<file path="config.mk">
export PLATFORM = sky130hd
export DESIGN_NAME = rrcs_switch
export DESIGN_NICKNAME = d
export VERILOG_FILES = /design/src/rrcs_pkg.sv /design/src/rrcs_switch.sv
export SDC_FILE = /design/constraint.sdc
export NUM_CORES = 1
export LEC_CHECK = 0
export BUFFER_PORTS_ARGS = -buffer_cell sky130_fd_sc_hd__buf_4
export CAP_MARGIN = 40
export CORE_AREA = 2 2 66 68
export DETAILED_ROUTE_END_ITERATION = 12
export DIE_AREA = 0 0 68 70
export PLACE_DENSITY_LB_ADDON = 0.12
export SYNTH_ARGS = -nofsm -noshare
export SYNTH_HDL_FRONTEND = slang
export SYNTH_SLANG_ARGS = --single-unit
</file>
<file path="constraint.sdc">
create_clock -name clock -period 2 [get_ports clock]
set_input_delay 0 -clock clock [delete_from_list [all_inputs] [get_ports clock]]
set_output_delay 0 -clock clock [all_outputs]
set_load 0.02 [all_outputs]
</file>
<file path="src/rrcs_pkg.sv">
package rrcs_pkg;

  localparam int NUM_REF = 2;
  localparam int BANK_W  = 6;
  localparam int RATIO_W = 4;
  localparam int CNT_W   = 4;

  // positions inside the synchroniser vector
  localparam int SY_REF0 = 0;
  localparam int SY_REF1 = 1;
  localparam int SY_FB   = 2;
  localparam int SY_CTRL = 3;
  localparam int CTRL_W  = 9;
  localparam int SYNC_W  = SY_CTRL + CTRL_W;

  // a reference is failed after this many feedback rising edges without
  // one of its own rising edges
  localparam logic [CNT_W-1:0] FAIL_WIN = 4'h4;
  localparam logic [CNT_W-1:0] CNT_ZERO = 4'h0;
  localparam logic [CNT_W-1:0] CNT_ONE  = 4'h1;

  // bank A half period in clock cycles, indexed by ratio bits 0..2;
  // a faster multiplier maps to a shorter half period
  localparam logic [CNT_W-1:0] A_HALF [8] = '{
    4'h1, 4'h2, 4'h3, 4'h4, 4'h8, 4'h8, 4'h8, 4'h8
  };

  localparam logic FLAG_IDLE = 1'b1;  // fail flags are active low
  localparam logic SEL_FIRST = 1'b0;

  typedef struct packed {
    logic             auto_mode;
    logic             bypass;
    logic             primary_sel;
    logic             clear_n;
    logic [0:RATIO_W-1] ratio;
    logic             off;
  } rrcs_ctrl_type;

endpackage : rrcs_pkg

</file>
<file path="src/rrcs_switch.sv">
`timescale 1ns/1ps

module rrcs_switch (
  input  wire logic                       clock,
  input  wire logic                       rst,
  input  wire logic                       ref_in_first,
  input  wire logic                       ref_in_second,
  input  wire logic                       loop_feedback_in,
  input  wire logic                       switch_mode_choice,
  input  wire logic                       bypass_select,
  input  wire logic                       primary_select,
  input  wire logic                       alarm_clear_n,
  input  wire logic [0:rrcs_pkg::RATIO_W-1] ratio_choice,
  input  wire logic                       output_off_reset,
  output logic      [rrcs_pkg::BANK_W-1:0]  bank_first_outs,
  output logic      [rrcs_pkg::BANK_W-1:0]  bank_second_outs,
  output logic                            bank_oe_n,
  output logic                            loop_feedback_out,
  output logic                            fail_flag_first_n,
  output logic                            fail_flag_second_n,
  output logic                            active_ref_indicator
);

  logic [rrcs_pkg::SYNC_W-1:0]  pins;
  logic [rrcs_pkg::SYNC_W-1:0]  s1_r;
  logic [rrcs_pkg::SYNC_W-1:0]  s2_r;
  rrcs_pkg::rrcs_ctrl_type      ctrl;
  logic [rrcs_pkg::NUM_REF-1:0] ref_s;
  logic [rrcs_pkg::NUM_REF-1:0] ref_prev_r;
  logic [rrcs_pkg::NUM_REF-1:0] ref_rise;
  logic [rrcs_pkg::NUM_REF-1:0] miss;
  logic [rrcs_pkg::NUM_REF-1:0] flag_n_r;
  logic                         fb_prev_r;
  logic                         fb_rise;
  logic                         clr_prev_r;
  logic                         clear_pulse;
  logic                         off;
  logic                         active_r;
  logic [rrcs_pkg::CNT_W-1:0]   a_half;
  logic [rrcs_pkg::CNT_W-1:0]   a_cnt_r;
  logic [rrcs_pkg::BANK_W-1:0]  a_out_r;
  logic [rrcs_pkg::BANK_W-1:0]  b_out_r;
  logic                         oe_n_r;
  logic                         fb_out_r;
  logic                         a_toggle;

  assign pins = {switch_mode_choice, bypass_select, primary_select,
                 alarm_clear_n, ratio_choice, output_off_reset,
                 loop_feedback_in, ref_in_second, ref_in_first};

  // every pin is asynchronous to clock; two stages before any use.
  // the output off stage starts set so the banks cannot be enabled for
  // the two cycles it takes the real pin level to arrive
  for (genvar i = 0; i < rrcs_pkg::SYNC_W; i++) begin : g_sync
    always_ff @(posedge clock or posedge rst) begin
      if (rst) begin
        s1_r[i] <= (i == rrcs_pkg::SY_CTRL);
        s2_r[i] <= (i == rrcs_pkg::SY_CTRL);
      end else begin
        s1_r[i] <= pins[i];
        s2_r[i] <= s1_r[i];
      end
    end
  end

  assign ctrl  = rrcs_pkg::rrcs_ctrl_type'(
                   s2_r[rrcs_pkg::SYNC_W-1:rrcs_pkg::SY_CTRL]);
  assign ref_s = {s2_r[rrcs_pkg::SY_REF1], s2_r[rrcs_pkg::SY_REF0]};
  assign off   = ctrl.off;

  always_ff @(posedge clock or posedge rst) begin
    if (rst) begin
      ref_prev_r <= '0;
      fb_prev_r  <= 1'b0;
      // starts low: the synchroniser's reset level must not read as a clear
      clr_prev_r <= 1'b0;
    end else begin
      ref_prev_r <= ref_s;
      fb_prev_r  <= s2_r[rrcs_pkg::SY_FB];
      clr_prev_r <= ctrl.clear_n;
    end
  end

  assign ref_rise    = ref_s & ~ref_prev_r;
  assign fb_rise     = s2_r[rrcs_pkg::SY_FB] & ~fb_prev_r;
  assign clear_pulse = clr_prev_r & ~ctrl.clear_n;

  // per-reference watchdog clocked by feedback edges; if feedback stops
  // nothing is declared failed, which is why the loop must be closed
  for (genvar r = 0; r < rrcs_pkg::NUM_REF; r++) begin : g_watch
    logic [rrcs_pkg::CNT_W-1:0] miss_cnt_r;

    always_ff @(posedge clock or posedge rst) begin
      if (rst) begin
        miss_cnt_r <= rrcs_pkg::CNT_ZERO;
      end else if (off || ref_rise[r]) begin
        miss_cnt_r <= rrcs_pkg::CNT_ZERO;
      end else if (fb_rise && miss_cnt_r != rrcs_pkg::FAIL_WIN) begin
        miss_cnt_r <= miss_cnt_r + rrcs_pkg::CNT_ONE;
      end
    end

    assign miss[r] = (miss_cnt_r == rrcs_pkg::FAIL_WIN);

    // failure beats a clear arriving in the same cycle
    always_ff @(posedge clock or posedge rst) begin
      if (rst) begin
        flag_n_r[r] <= rrcs_pkg::FLAG_IDLE;
      end else if (off) begin
        flag_n_r[r] <= rrcs_pkg::FLAG_IDLE;
      end else if (miss[r]) begin
        flag_n_r[r] <= ~rrcs_pkg::FLAG_IDLE;
      end else if (clear_pulse) begin
        flag_n_r[r] <= rrcs_pkg::FLAG_IDLE;
      end
    end
  end

  // reference choice; the other input is taken when the active one misses and it is live, so a
  // restored input can be returned to
  always_ff @(posedge clock or posedge rst) begin
    if (rst) begin
      active_r <= rrcs_pkg::SEL_FIRST;
    end else if (off || clear_pulse) begin
      active_r <= ctrl.primary_sel;
    end else if (!ctrl.auto_mode || ctrl.bypass) begin
      active_r <= ctrl.primary_sel;
    end else if (miss[active_r] && !miss[~active_r]) begin
      active_r <= ~active_r;
    end
  end

  always_ff @(posedge clock or posedge rst) begin
    if (rst) begin
      fb_out_r <= 1'b0;
      oe_n_r   <= 1'b1;
    end else begin
      fb_out_r <= ref_s[active_r];  // not tristated by output disable
      oe_n_r   <= off;
    end
  end

  assign a_half   = rrcs_pkg::A_HALF[{ctrl.ratio[0], ctrl.ratio[1],
                                      ctrl.ratio[2]}];
  assign a_toggle = (a_cnt_r >= a_half - rrcs_pkg::CNT_ONE);

  // dividers run on without restart across a switch so the outputs glide
  // rather than jump when the reference changes
  always_ff @(posedge clock or posedge rst) begin
    if (rst) begin
      a_cnt_r <= rrcs_pkg::CNT_ZERO;
      a_out_r <= '0;
      b_out_r <= '0;
    end else if (off) begin
      a_cnt_r <= rrcs_pkg::CNT_ZERO;
      a_out_r <= '0;
      b_out_r <= '0;
    end else if (ctrl.bypass) begin
      a_cnt_r <= rrcs_pkg::CNT_ZERO;
      a_out_r <= {rrcs_pkg::BANK_W{ref_s[active_r]}};
      b_out_r <= {rrcs_pkg::BANK_W{ref_s[active_r]}};
    end else if (a_toggle) begin
      a_cnt_r <= rrcs_pkg::CNT_ZERO;
      a_out_r <= {rrcs_pkg::BANK_W{~a_out_r[0]}};
      if (!ctrl.ratio[3]) begin
        b_out_r <= {rrcs_pkg::BANK_W{~a_out_r[0]}};
      end else if (!a_out_r[0]) begin
        b_out_r <= {rrcs_pkg::BANK_W{~b_out_r[0]}};
      end
    end else begin
      a_cnt_r <= a_cnt_r + rrcs_pkg::CNT_ONE;
    end
  end

  assign bank_first_outs      = a_out_r;
  assign bank_second_outs     = b_out_r;
  assign bank_oe_n            = oe_n_r;
  assign loop_feedback_out    = fb_out_r;
  assign fail_flag_first_n    = flag_n_r[0];
  assign fail_flag_second_n   = flag_n_r[1];
  assign active_ref_indicator = active_r;
endmodule : rrcs_switch

</file>
==> impl_results.md <==
- Switching part of the total: about a quarter
- Syn_area_per_cell: ~13 µm²
- Post-DRT Antenna Nets: 0
- Max FO, Critical Path: 3
- Die Area: around 0.0048 mm²
- Crit end category: flop
- Hold WC Path Type: in -> async
- Area growth, synth to finish: 27.4%
- Final setup TNS: 0 ns
- Metal2 WL: around 1600 µm
- Vias: 1167
- CP delay by family, top: adder cells
- H-tree levels: 2
- Pwr per Cell Area: approximately 810 mW/mm²
- Maximum vdd drop: about 0.59 mV
- Slew headroom: between 60% and 70%
- Highest metal used: met4
- DR vias/cell: 4.80
- WL met1: about 1200 µm
- Fin crit share: between 90% and 100%
- Share of layout cells above drive strength 1: between 30% and 40%
- Critical Path Source Type: flop
- YS warnings: 0
- Flop pwr share: between 50% and 60%
- First drt pass iteration count: 4
- Max incr delay on CP: roughly 0.41 ns
- Setup CP Type: reg -> reg
- Port buffer count: 30
- R2r setup slk: 0.12 ns
- Design Area, Final: 0.00241 mm²
- DPL Wire Length: ~2200 µm
- Largest net degree at the start of global routing: 20
- Clk_skew: 0.00569 ns
- R2r endpoint: bank_second_outs[4]
- CTS tree: built
- Max-cap viol count: 0
- Layout Nets: between 200 and 250
- Unrepaired setup endpoints after global routing: true
- Site row count: 24
- Synth unique cells: 29
- Worst Slack Setup Final: about 0.12 ns
- Cts bufs inserted: 5
- Final Hold Vio Count: 0
- FF+latch area: around 0.0012 mm²
- RD Place Congestion: 0.677
- Post-Synthesis Net Count: 171
- Most frequent cell after synthesis: dfrtp_1
- CP required: 2.21 ns
- Post-Synthesis Cell Area: approximately 0.0019 mm²
- Initial core utilization: roughly 46%
- Stages on the worst setup path: 8
- Total wire length: 2930 µm
- FMAX: around 530 MHz
- CP bufs+invs: 0
- Io pins: 31
- Filler cells: around 350
- Core Area: between 0.004 and 0.005 mm²
- Crit path top cell by count: ha_4
- Leakage: between 1 and 1.5 nW
- Clock Root Buffer: clkbuf_8
- Clk_lat worst skew: a little under 0.3 ns
- Critical Path Slowest Stage Cell: dfrtp_1
- Clock Sinks: 47
- Die height: about 70 µm
- Yosys top cell area share: 55.5%
- Multi-input logic area: between 600 and 700 µm²
- Grt ovf: 0
- DRC viols: 0
- Final Setup Violations: 0
- Synth Flop Type: dfrtp_1
- Reg2reg start: ctrl[2]
- Initial drt markers: 39
- Wire per inst: roughly 12 µm
- FF+latch count, synth: 47
- Clock-pin slew on the worst setup and hold paths: 0.08 ns
- Die width: roughly 68 µm
- Crit-path cells: ha_4, nor2_4, nand3_2, ha_4, a2111oi_4, o21ai_2, nand2_1, mux2i_1
- CTS Buffer Depth: 2
- Number of synthesized flops with an enable pin: 0
- Sequential cell area fraction in the yosys report: 62.5%
- Gr usage total: roughly 14%
- First-pass GRT wire length: about 5000 µm
- Synth top area cells: dfrtp_1 56%, dfstp_2 6.9%, ha_1 6.6%
- Fin util: about three fifths
- Placed inst area: 0.00213 mm²
- Clk pwr share: ~34%
- Net Switching: around 0.00045 W
- Data arrival time of the critical path: about 2.1 ns
- Final Non-Filler Cells: around 240
- Reg2reg path depth: 8
- Max-slew violations: 0
- Worst slack, placed: -0.0237 ns
- Ant. Diodes: 0
- Post-Syn Instances: about 150
- Asr flop ratio synth: 100%
- Synth cell count leaders: 42 x dfrtp_1, 13 x inv_1, 13 x nor2_1, 10 x buf_4, 10 x ha_1
- Combinational share of power: between 10% and 20%
- Post-CTS setup buffers: 0
- Initial antenna violation count: 0
- Met3 WL: 157 µm
- Status: finished clean
- Placed insts: 222
- Vias in the first global route: 1143
- Minimum clock period: ~1.9 ns
- Dominant cell type by area after synthesis: dfrtp_1
- Cell internal pwr: 0.00149 W
- Worst-margin pin slew: roughly 0.53 ns
cell families after synthesis:
family	after synthesis	synth area share, %
compound gates	12	5.22
xor+xnor	9	4.16
fa+ha+maj	11	7.20
buf+inv	25	7.01
flops	47	62.5
mux	5	2.78
simple gates	38	11.2
placed cells by master, fill, tap and decap left out, types with 2 or more instances in the layout:
cell type      count
dfrtp_1           42
dfstp_2            5
dlygate4sd3_1     13
o21ai_0            4
clkbuf_8           5
nand3_1            8
buf_4             34
a21o_1             2
ha_1               8
inv_1             12
nor2b_1            2
nand2b_1           2
nand3b_4           2
xnor2_1            3
xor2_1             6
nand2_1            5
ha_4               2
nor2_1            12
mux2i_1            3
mux2_2             2
a21oi_1            2
and3_1             2
layout make-up:
cell class | instances | share of cell area (%)
flip-flops and latches | 47 | 49.0
multi-input cells | 75 | 25.5
repair buffers | 47 | 16.0
clock buffers | 6 | 3.01
well taps | 52 | 2.70
inverters | 14 | 2.18
clock inverters | 2 | 1.56
how the worst max path moves through the flow:
stage / slack (ns) / start / endpoint
after global routing: -0.01 / ctrl[2] / bank_second_outs[4]
after global placement: 0.06 / ctrl[2] / bank_second_outs[4]
after detailed placement: -0.02 / ctrl[2] / bank_second_outs[4]
final: 0.12 / ctrl[2] / bank_second_outs[4]
after CTS: 0.02 / ctrl[2] / bank_second_outs[4]
after floorplan: 0.05 / ctrl[2] / bank_second_outs[4]
per-stage QoR:
| stage | power [W] | hold slack [ns] |
|---|---|---|
| floorplan | 0.00121 | 0.00448 |
| global placement | 0.00127 | 0.00525 |
| detailed placement | 0.00128 | 0.0117 |
| CTS | 0.00197 | 0.240 |
| global route | 0.00206 | 0.270 |
| finish | 0.00195 | 0.239 |
registers in the layout (all words and copies together) (netlist names), 2 cells and up:
register            cells
s1_r                   12
ctrl                    8
g_watch.miss_cnt_r      8
a_cnt_r                 4
ref_prev_r              2
ref_s                   2
timing repair:
| action | CTS | global route |
|---|---|---|
| endpoints found under the hold margin | 27 | 0 |
| pin swaps | 0 | 3 |
| hold buffers | 13 | 0 |
| setup endpoints to repair | 3 | 5 |
| resized for setup | 1 | 4 |
layer usage:
metal | vias to the layer above | global-route usage (%)
li1 | 550 | -
met4 | 0 | 4.00
met1 | 572 | 17.6
met2 | 43 | 22.9
met5 | - | 0
met3 | 2 | 4.83
worst min-delay path, stage by stage:
cell,delay (ns)
dlygate4sd3_1,0.53
buf_4,0.13
clkinv_1,0.28
power by group through the flow:
| stage | sequential (W) | clock (W) | combinational (W) |
|---|---|---|---|
| 4_1_cts | 0.00103 | 0.000686 | 0.000250 |
| 3_5_place_dp | 0.00105 | 0 | 0.000228 |
| 5_1_grt | 0.00104 | 0.000742 | 0.000279 |
| 2_1_floorplan | 0.00105 | 0 | 0.000156 |
| 6_report | 0.00103 | 0.000661 | 0.000254 |
| 3_3_place_gp | 0.00105 | 0 | 0.000223 |
(Power assumes the default switching activity.)
